$ cat config.mk
export PLATFORM = sky130hd
export DESIGN_NAME = plar_top
export DESIGN_NICKNAME = d
export VERILOG_FILES = /design/src/rtl/plar_pkg.sv /design/src/rtl/plar_top.sv
export SDC_FILE = /design/constraint.sdc
export NUM_CORES = 1
export LEC_CHECK = 0
export BUFFER_PORTS_ARGS = -buffer_cell sky130_fd_sc_hd__buf_2
export CAP_MARGIN = 10
export CORE_MARGIN = 3
export CORE_UTILIZATION = 50
export DETAILED_ROUTE_END_ITERATION = 7
export PLACE_DENSITY = 0.86
export SYNTH_ARGS = -nofsm -noshare
export SYNTH_HDL_FRONTEND = slang
export SYNTH_SLANG_ARGS = --single-unit
$ cat constraint.sdc
create_clock -name hclk -period 3.55 [get_ports hclk]
set_input_delay 0.355 -clock hclk [delete_from_list [all_inputs] [get_ports hclk]]
set_output_delay 0.355 -clock hclk [all_outputs]
set_load 0.005 [all_outputs]
$ cat src/rtl/plar_pkg.sv
// package for the pll lock auto-reset block: register map, field layout, timing
// assumes a single 50 MHz bus clock
package plar_pkg;

    localparam int          CLK_MHZ         = 50;
    localparam int          HOLD_NS         = 1200;
    localparam int          HOLD_CYCLES     = (HOLD_NS * CLK_MHZ + 999) / 1000;
    localparam int          CNT_W           = 8;
    localparam logic [7:0]  HOLD_LAST       = 8'(HOLD_CYCLES - 1);

    localparam logic [7:0]  OFS_CTRL        = 8'h00;
    localparam logic [7:0]  OFS_STATUS      = 8'h04;
    localparam logic [7:0]  OFS_IRQ_FLAG    = 8'h08;
    localparam logic [7:0]  OFS_IRQ_MASK    = 8'h0c;

    // ctrl fields
    localparam int          CTRL_AUTO_EN    = 0;
    localparam int          CTRL_SW_RESET   = 1;
    localparam logic [1:0]  CTRL_RESET_VAL  = 2'h1;

    // event flag fields (flag and mask share the layout)
    localparam int          EV_MAJ_LOSS     = 0;
    localparam int          EV_SINGLE_LOSS  = 1;
    localparam int          EV_RELOCK       = 2;
    localparam int          EV_W            = 3;

    typedef enum logic [3:0] {
        ST_IDLE   = 4'h1,
        ST_HOLD   = 4'h2,
        ST_WAIT   = 4'h4,
        ST_LOCKED = 4'h8
    } plar_state_t;

endpackage : plar_pkg

$ cat src/rtl/plar_top.sv
// pll lock auto-reset sequencer with an ahb-lite register slave
// assumes hclk is free running (not from the monitored pll), pins synchronous to hclk
// Summary of operation
// - majority lock falling in operation drives pll reset low at least 1 us, then releases
// - at 50 MHz the reset is held about 1.2 us
// - hold time is a fixed cycle count, so slower clock holds longer
// - user fabric reset request is forwarded to the pll reset
// - user reset request starts the delay counter, never bypasses it
// - pll held in reset while supply-good input is low
// - this logic surrounds every triple-redundant internal-feedback pll
// - lost lock needs a reset toggle; block performs it only while the ctrl auto-enable bit (bit 0) is set
// - majority and three single lock indications are exposed at top level
//
// Our own choices: the AHB-Lite slave port and the placing of the registers.
`timescale 1ns/1ns
`default_nettype none
module plar_top (
    input  wire logic           hclk,
    input  wire logic           hresetn,
    input  wire logic           hsel,
    input  wire logic [31:0]    haddr,
    input  wire logic [1:0]     htrans,
    input  wire logic           hwrite,
    input  wire logic [2:0]     hsize,
    input  wire logic [31:0]    hwdata,
    input  wire logic           hready,
    output logic      [31:0]    hrdata,
    output logic                hreadyout,
    output logic                hresp,
    input  wire logic           majority_lock,
    input  wire logic [2:0]     single_lock,
    input  wire logic           user_pll_reset_request_n,
    input  wire logic           pll_supply_good,
    output logic                pll_hold_reset_n,
    output logic                majority_lock_out,
    output logic      [2:0]     single_lock_out,
    output logic                irq
);
    import plar_pkg::*;

    typedef struct packed {
        plar_state_t        st;
        logic [CNT_W-1:0]   cnt;
        logic               rst_n;
        logic               lock_d;
        logic [2:0]         slock_d;
        logic               maj_o;
        logic [2:0]         sl_o;
        logic [1:0]         ctrl;
        logic [EV_W-1:0]    flag;
        logic [EV_W-1:0]    mask;
        logic               irq;
        logic               dp_wr;
        logic               dp_rd;
        logic [7:0]         dp_addr;
        logic [31:0]        rdata;
    } plar_regs_t;

    plar_regs_t r_r;
    plar_regs_t r_nxt;

    logic       req;
    logic       fall;
    logic [2:0] sfall;
    logic [EV_W-1:0] ev;

    always_comb begin
        r_nxt = r_r;
        fall  = r_r.lock_d & ~majority_lock;
        sfall = r_r.slock_d & ~single_lock;
        ev    = '0;
        req   = ~user_pll_reset_request_n | r_r.ctrl[CTRL_SW_RESET];
        r_nxt.lock_d  = majority_lock;
        r_nxt.slock_d = single_lock;
        r_nxt.maj_o   = majority_lock;
        r_nxt.sl_o    = single_lock;
        if (|sfall) begin
            ev[EV_SINGLE_LOSS] = 1'b1;
        end
        r_nxt.ctrl[CTRL_SW_RESET] = 1'b0;

        case (r_r.st)
            ST_IDLE: begin
                // waiting for first lock; unlock here is not a loss
                r_nxt.rst_n = 1'b1;
                if (req) begin
                    r_nxt.st    = ST_HOLD;
                    r_nxt.cnt   = '0;
                    r_nxt.rst_n = 1'b0;
                end else if (majority_lock) begin
                    r_nxt.st = ST_LOCKED;
                end
            end
            ST_LOCKED: begin
                r_nxt.rst_n = 1'b1;
                if (req) begin
                    r_nxt.st    = ST_HOLD;
                    r_nxt.cnt   = '0;
                    r_nxt.rst_n = 1'b0;
                end else if (fall && r_r.ctrl[CTRL_AUTO_EN]) begin
                    ev[EV_MAJ_LOSS] = 1'b1;
                    r_nxt.st    = ST_HOLD;
                    r_nxt.cnt   = '0;
                    r_nxt.rst_n = 1'b0;
                end else if (fall) begin
                    ev[EV_MAJ_LOSS] = 1'b1;
                    r_nxt.st = ST_IDLE;
                end
            end
            ST_HOLD: begin
                r_nxt.rst_n = 1'b0;
                if (r_r.cnt == HOLD_LAST) begin
                    if (!req) begin
                        r_nxt.st    = ST_WAIT;
                        r_nxt.rst_n = 1'b1;
                    end
                end else begin
                    r_nxt.cnt = r_r.cnt + 8'h01;
                end
            end
            ST_WAIT: begin
                r_nxt.rst_n = 1'b1;
                if (req) begin
                    r_nxt.st    = ST_HOLD;
                    r_nxt.cnt   = '0;
                    r_nxt.rst_n = 1'b0;
                end else if (majority_lock) begin
                    ev[EV_RELOCK] = 1'b1;
                    r_nxt.st = ST_LOCKED;
                end
            end
            default: begin
                r_nxt.st    = ST_IDLE;
                r_nxt.rst_n = 1'b1;
            end
        endcase

        // supply not good: keep pll in reset and restart the hold afterwards
        if (!pll_supply_good) begin
            r_nxt.st    = ST_HOLD;
            r_nxt.cnt   = '0;
            r_nxt.rst_n = 1'b0;
        end

        // ahb-lite data phase
        r_nxt.dp_wr = 1'b0;
        r_nxt.dp_rd = 1'b0;
        if (r_r.dp_wr) begin
            case (r_r.dp_addr)
                OFS_CTRL:     r_nxt.ctrl = hwdata[1:0];
                OFS_IRQ_FLAG: r_nxt.flag = r_r.flag & ~hwdata[EV_W-1:0];
                OFS_IRQ_MASK: r_nxt.mask = hwdata[EV_W-1:0];
                default: ;
            endcase
        end
        // set wins over a same-cycle clear
        r_nxt.flag = r_nxt.flag | ev;
        r_nxt.irq  = |(r_nxt.flag & r_nxt.mask);

        if (hsel && hready && htrans[1]) begin
            r_nxt.dp_wr   = hwrite;
            r_nxt.dp_rd   = ~hwrite;
            r_nxt.dp_addr = haddr[7:0];
            r_nxt.rdata   = '0;
            if (!hwrite) begin
                case (haddr[7:0])
                    OFS_CTRL:     r_nxt.rdata = {30'h0, r_r.ctrl};
                    OFS_STATUS:   r_nxt.rdata = {20'h0, r_r.st, 3'h0, r_r.rst_n,
                                                 r_r.sl_o, r_r.maj_o};
                    OFS_IRQ_FLAG: r_nxt.rdata = {29'h0, r_r.flag};
                    OFS_IRQ_MASK: r_nxt.rdata = {29'h0, r_r.mask};
                    default:      r_nxt.rdata = '0;
                endcase
            end
        end
    end

    always_ff @(posedge hclk or negedge hresetn) begin
        if (!hresetn) begin
            r_r         <= '0;
            r_r.st      <= ST_IDLE;
            r_r.rst_n   <= 1'b1;
            r_r.ctrl    <= CTRL_RESET_VAL;
        end else begin
            r_r <= r_nxt;
        end
    end

    assign hrdata            = r_r.rdata;
    assign hreadyout         = 1'b1;
    assign hresp             = 1'b0;
    assign pll_hold_reset_n  = r_r.rst_n;
    assign majority_lock_out = r_r.maj_o;
    assign single_lock_out   = r_r.sl_o;
    assign irq               = r_r.irq;

endmodule : plar_top
`default_nettype wire

## Word level (Yosys, flattened, before mapping)

Index checks and enable logic that the tools add are counted.

| storage, ports and cells | value |
|---|---|
| output and inout bits | 40 |
| register bits | 67 |
| input bits | 80 |

| cells by class | value |
|---|---|
| bitwise gates (word level) | 11 |
| add/sub/neg operators | 1 |
| mux-type cells | 31 |
| reductions and logical operators | 11 |
| equal/unequal tests | 18 |

Operator list:

| operator | number |
|---|---|
| 12-bit case mux with 4 select lines | 1 |
| 42-bit 2-to-1 mux | 1 |
| 8-bit by 4-bit equality test with 1-bit output, second input constant | 4 |
| 13-bit 2-to-1 mux | 2 |
| 4-bit 2-to-1 mux | 6 |
| 8-bit case mux with 3 select lines | 1 |
| 9-bit 2-to-1 mux | 2 |
| 8-bit zero test | 2 |
| 8-bit 2-to-1 mux | 2 |
| 12-bit 2-to-1 mux | 1 |
| 4-bit case mux with 3 select lines | 1 |
| 1-bit 2-to-1 mux | 10 |
| 3-bit bitwise AND | 3 |
| 3-bit inequality test, second input constant | 3 |
| 8-bit by 1-bit adder with 8-bit output, second input constant | 1 |
| 8-bit by 3-bit equality test with 1-bit output, second input constant | 1 |
| 8-bit by 6-bit equality test with 1-bit output, second input constant | 1 |
| 4-bit AND reduction | 2 |
| 3-bit 2-to-1 mux | 2 |
| 3-bit inverter | 2 |
| 3-bit OR reduction | 2 |
| 5-bit inequality test, second input constant | 1 |
| 4-bit by 1-bit equality test with 1-bit output, second input constant | 1 |
| 4-bit by 2-bit equality test with 1-bit output, second input constant | 1 |
| 15 further kinds | 19 |

## Longest topological paths before layout

| logic depth | value |
|---|---|
| depth in word-level cells | 9 |
| gate-level depth with buffers | 6 |
| gate-level depth less buffers | 5 |

## Worst setup path after synthesis

OpenSTA, ideal clock, no wires.

| path | value |
|---|---|
| path type | reg2reg |
| from | reg r_r[33] (netlist bit) |
| to | reg r_r (netlist bit irq) |
| stages on the path, launching flop included | 5 |
| arrival | 1.610 ns |
| slack | 1.814 ns |
| required time | 3.424 ns |
| setup time | 0.126 ns |
| clock period less this slack | 1.736 ns |
| path through | dfrtp_1 -> nor4_1 -> and3_1 -> mux2_2 -> a221o_1 |

RTL lines:

| element | line | RTL |
|---|---|---|
| start, declared | plar_top.sv:59 | `plar_regs_t r_r;` |
| start signal, assigned | plar_top.sv:185 | `r_r <= r_nxt;` |

==> flow_summary.toml <==
[hold_path]
hold_path.class = "in -> reg"
worst_hold_path.endpoint = "single_lock_out[0]$_DFF_PN0_"
timing.hold.worst_path_depth = 1
hold_start = "single_lock[0]"

[drt]
drt_first_iter_violations = 146
totalWireLength_um = 4660
routed_wire_per_std_cell_um = 14.6
dr.pass1.iters = 4
num_vias = 1725
detail-route-antenna-nets = 0
drc_errors = 0
avgViaCountPerCell = 5.41

[timing]
fin_crit_ns = 2.05
finalClockSkew_ns = 0.0109
slew-limit-headroom = 0.371
finalHoldViolations = 0
finalSetupViolCount = 0
setup_repair_after_global_routing_missed_its_margin = "no"
timing_limited_maximum_frequency_mhz = 489
setup-tns-final_ns = 0
timing_worst_slew_pin_value_ns = 0.944
timing.final.crit_share = 0.576
timing.final.max_slew_violations = 0

[place]
port_buffers = 37
dpl-instance-area_mm2 = 0.00250
routabilityCongestion = 0.886
detailedPlacementHpwl_um = 3480

[grt]
vias_in_the_first_global_route = 1599
grt.met3_usage = 0.0355
globalRouteTotalUtil = 0.163
grt_first_pass_wirelength_um = 7650
grt_max_degree = 45
gr-max-usage-layer = "met2"
groute.layer.met2.usage = 0.273
global_route.overflow_total = 0
grt_util_met1 = 0.208
grt_antenna_before_repair = 0

[pwr]
cellLeakagePower_nw = 1.22
clock_power_share = 0.235
reg_power_frac = 0.470
power_switching_mw = 0.470
p_int_mw = 0.898
ir_drop_v = 0.000321
power_density_mw_per_mm2 = 527
comb_power_share = 0.295
power_switching_share = 0.343

[floorplanning]
coreArea_mm2 = 0.00456
starting_density = 0.541
floorplan.die_area_mm2 = 0.00582
die_h_um = 76.3
design.portCount = 120
placement_rows = 24
die_width_um = 76.3

[worst_setup_path]
crit_path_max_incr_delay_ns = 0.55
r2r_end = "irq$_DFF_PN0_"
worstPathArrival_ns = 2.22
start_kind = "flip-flop"
worstSetupPathType = "reg -> reg"
critPathLaunch = "r_r[33]$_DFFE_PN0P_"
timing.critical_path.fanout_max = 3
critPathRequiredTime_ns = 3.72
critPathCaptureType = "flip-flop"
crit-reg2reg-launch = "r_r[33]$_DFFE_PN0P_"
ff2ff_path_depth = 4
r2r_setup_slack_ns = 1.50
cp_slowest_cell = "nor4_1"
cp_cell_sequence = "nor4_1, and3_1, mux2_2, a221o_1"

[cts]
post_cts.resized_instances = 0
cts_htree_levels = 2
clockBufferDepth = 2
cts_tree = "done"
clkSlewWorstSetupHoldPaths_ns = 0.08
cts_setup_buffers = 0
clock_sink_count = 44
cts_root_buf = "clkbuf_8"
tritoncts.num_buffers = 5
post_cts_hold_buffer_count = 0
clk_latency_ns = 0.30

[yosys]
ys.warnings.count = 0
postSynthAreaPerCell_um2 = 10.7
seq_area_frac_synth = 0.448
synth-async-reset-ratio = 1.00
dominantRegCellSynth = "dfrtp_1"
mappedNetlistArea_mm2 = 0.00247
postSynthRegisterBits = 44
post_synth_num_cell_types = 58
synth_cells = 231
synth_enable_flop_cells = 0

[finish]
n_antenna_cell = 0
post-route-cell-area_mm2 = 0.00259
final_layout_size_suffix_gt1_frac = 0.291
layout.nets = 334
area.growth.synth_to_final_pct = 5.07

[run_status]
outcome = "complete, no violations"

[flow_run]
drv.max_cap_violation_count = 0
-- critical path: cells and delay by family, from the launching register on --
| kind | cells | cell delay [ns] |
|---|---|---|
| muxes | 1 | 0.36 |
| AOI/OAI and AO/OA | 1 | 0.32 |
| and+or+nand+nor | 2 | 0.85 |
| DFF | 1 | 0.40 |
-- flip-flops by register name (all words and copies together) (netlist names) --
name / count
hrdata: 9
irq: 1
majority_lock_out: 1
pll_hold_reset_n: 1
r_r: 29
single_lock_out: 3
-- layer usage --
metal  vias to the layer above  routed length (µm)
met1                       838                2000
met3                         8                 267
met5                         -                   0
li1                        820                   -
met4                         0                  59
met2                        59                2330
-- cells by family after synthesis --
group | after synthesis | synth area share
and+or+nand+nor | 63 | 0.157
buffers and inverters | 55 | 0.145
AOI/OAI and AO/OA | 49 | 0.158
DFF | 44 | 0.448
muxes | 15 | 0.0770
other | 2 | 0.00304
xor gates and xnor gates | 2 | 0.00710
adders and majority gates | 1 | 0.00507
-- cells in the mapped netlist (3+ instances only) --
cell type	n	area, µm²
and3_1	3	18.8
o21ai_0	11	55.1
nand3_1	6	30.0
a22o_1	6	52.6
mux2_2	12	135
a31oi_1	3	18.8
buf_4	38	285
nor2b_1	5	31.3
nor3_1	3	15.0
clkbuf_1	3	11.3
nor2_1	7	26.3
a21oi_1	5	25.0
inv_1	10	37.5
dfstp_2	3	78.8
a41oi_1	3	26.3
nand2_1	16	60.1
dfrtp_1	41	1030
nand4_1	3	18.8
-- how the worst max path moves through the flow --
stage                                  end  slack [ns]
global route                 irq$_DFF_PN0_        1.39
global placement     hrdata[4]$_DFFE_PN0P_        1.45
CTS                          irq$_DFF_PN0_        1.53
detailed placement  hrdata[11]$_DFFE_PN0P_        1.33
floorplan                    irq$_DFF_PN0_        1.81
finish                       irq$_DFF_PN0_        1.50
-- per-stage QoR --
step | cells | setup slack (ns) | hold slack (ns) | utilization | total power, mW
detailed placement | 311 | 1.33 | 0.480 | 0.548 | 1.05
floorplan | 254 | 1.81 | 0.0594 | - | 0.998
finish | 319 | 1.50 | 0.172 | 0.568 | 1.37
global route | 319 | 1.39 | 0.160 | 0.568 | 1.45
CTS | 319 | 1.53 | 0.169 | 0.568 | 1.37
global placement | 311 | 1.45 | 0.465 | 0.548 | 1.03
-- power groups by stage --
| stage | combinational, mW | clock (mW) | sequential, mW |
|---|---|---|---|
| 5_1_grt | 0.446 | 0.354 | 0.653 |
| 6_report | 0.403 | 0.322 | 0.643 |
| 4_1_cts | 0.404 | 0.330 | 0.641 |
| 3_5_place_dp | 0.399 | 0 | 0.650 |
| 2_1_floorplan | 0.392 | 0 | 0.606 |
| 3_3_place_gp | 0.387 | 0 | 0.646 |
-- layout by cell type, fill, tap and decap left out, drive strengths merged, types with 4 or more instances in the layout --
cell type,Yosys,layout
nor2,7,7
conb,2,25
buf,42,37
a22o,6,6
inv,10,10
mux2,12,12
a21oi,6,6
nand3,7,7
nand2,16,16
nor2b,5,5
o31ai,4,4
and3,4,4
clkbuf,3,7
dfrtp,41,41
o21ai,11,11
-- final cells by class --
type | count | area, µm²
flip-flops and latches | 44 | 1100
clock buffers | 7 | 86.3
repair buffers | 37 | 185
clock inverters | 1 | 7.51
fillers | 425 | 1970
well taps | 65 | 81.3
inverters | 10 | 37.5
multi-input cells | 155 | 1090
Power figures use the tool's default switching activity.
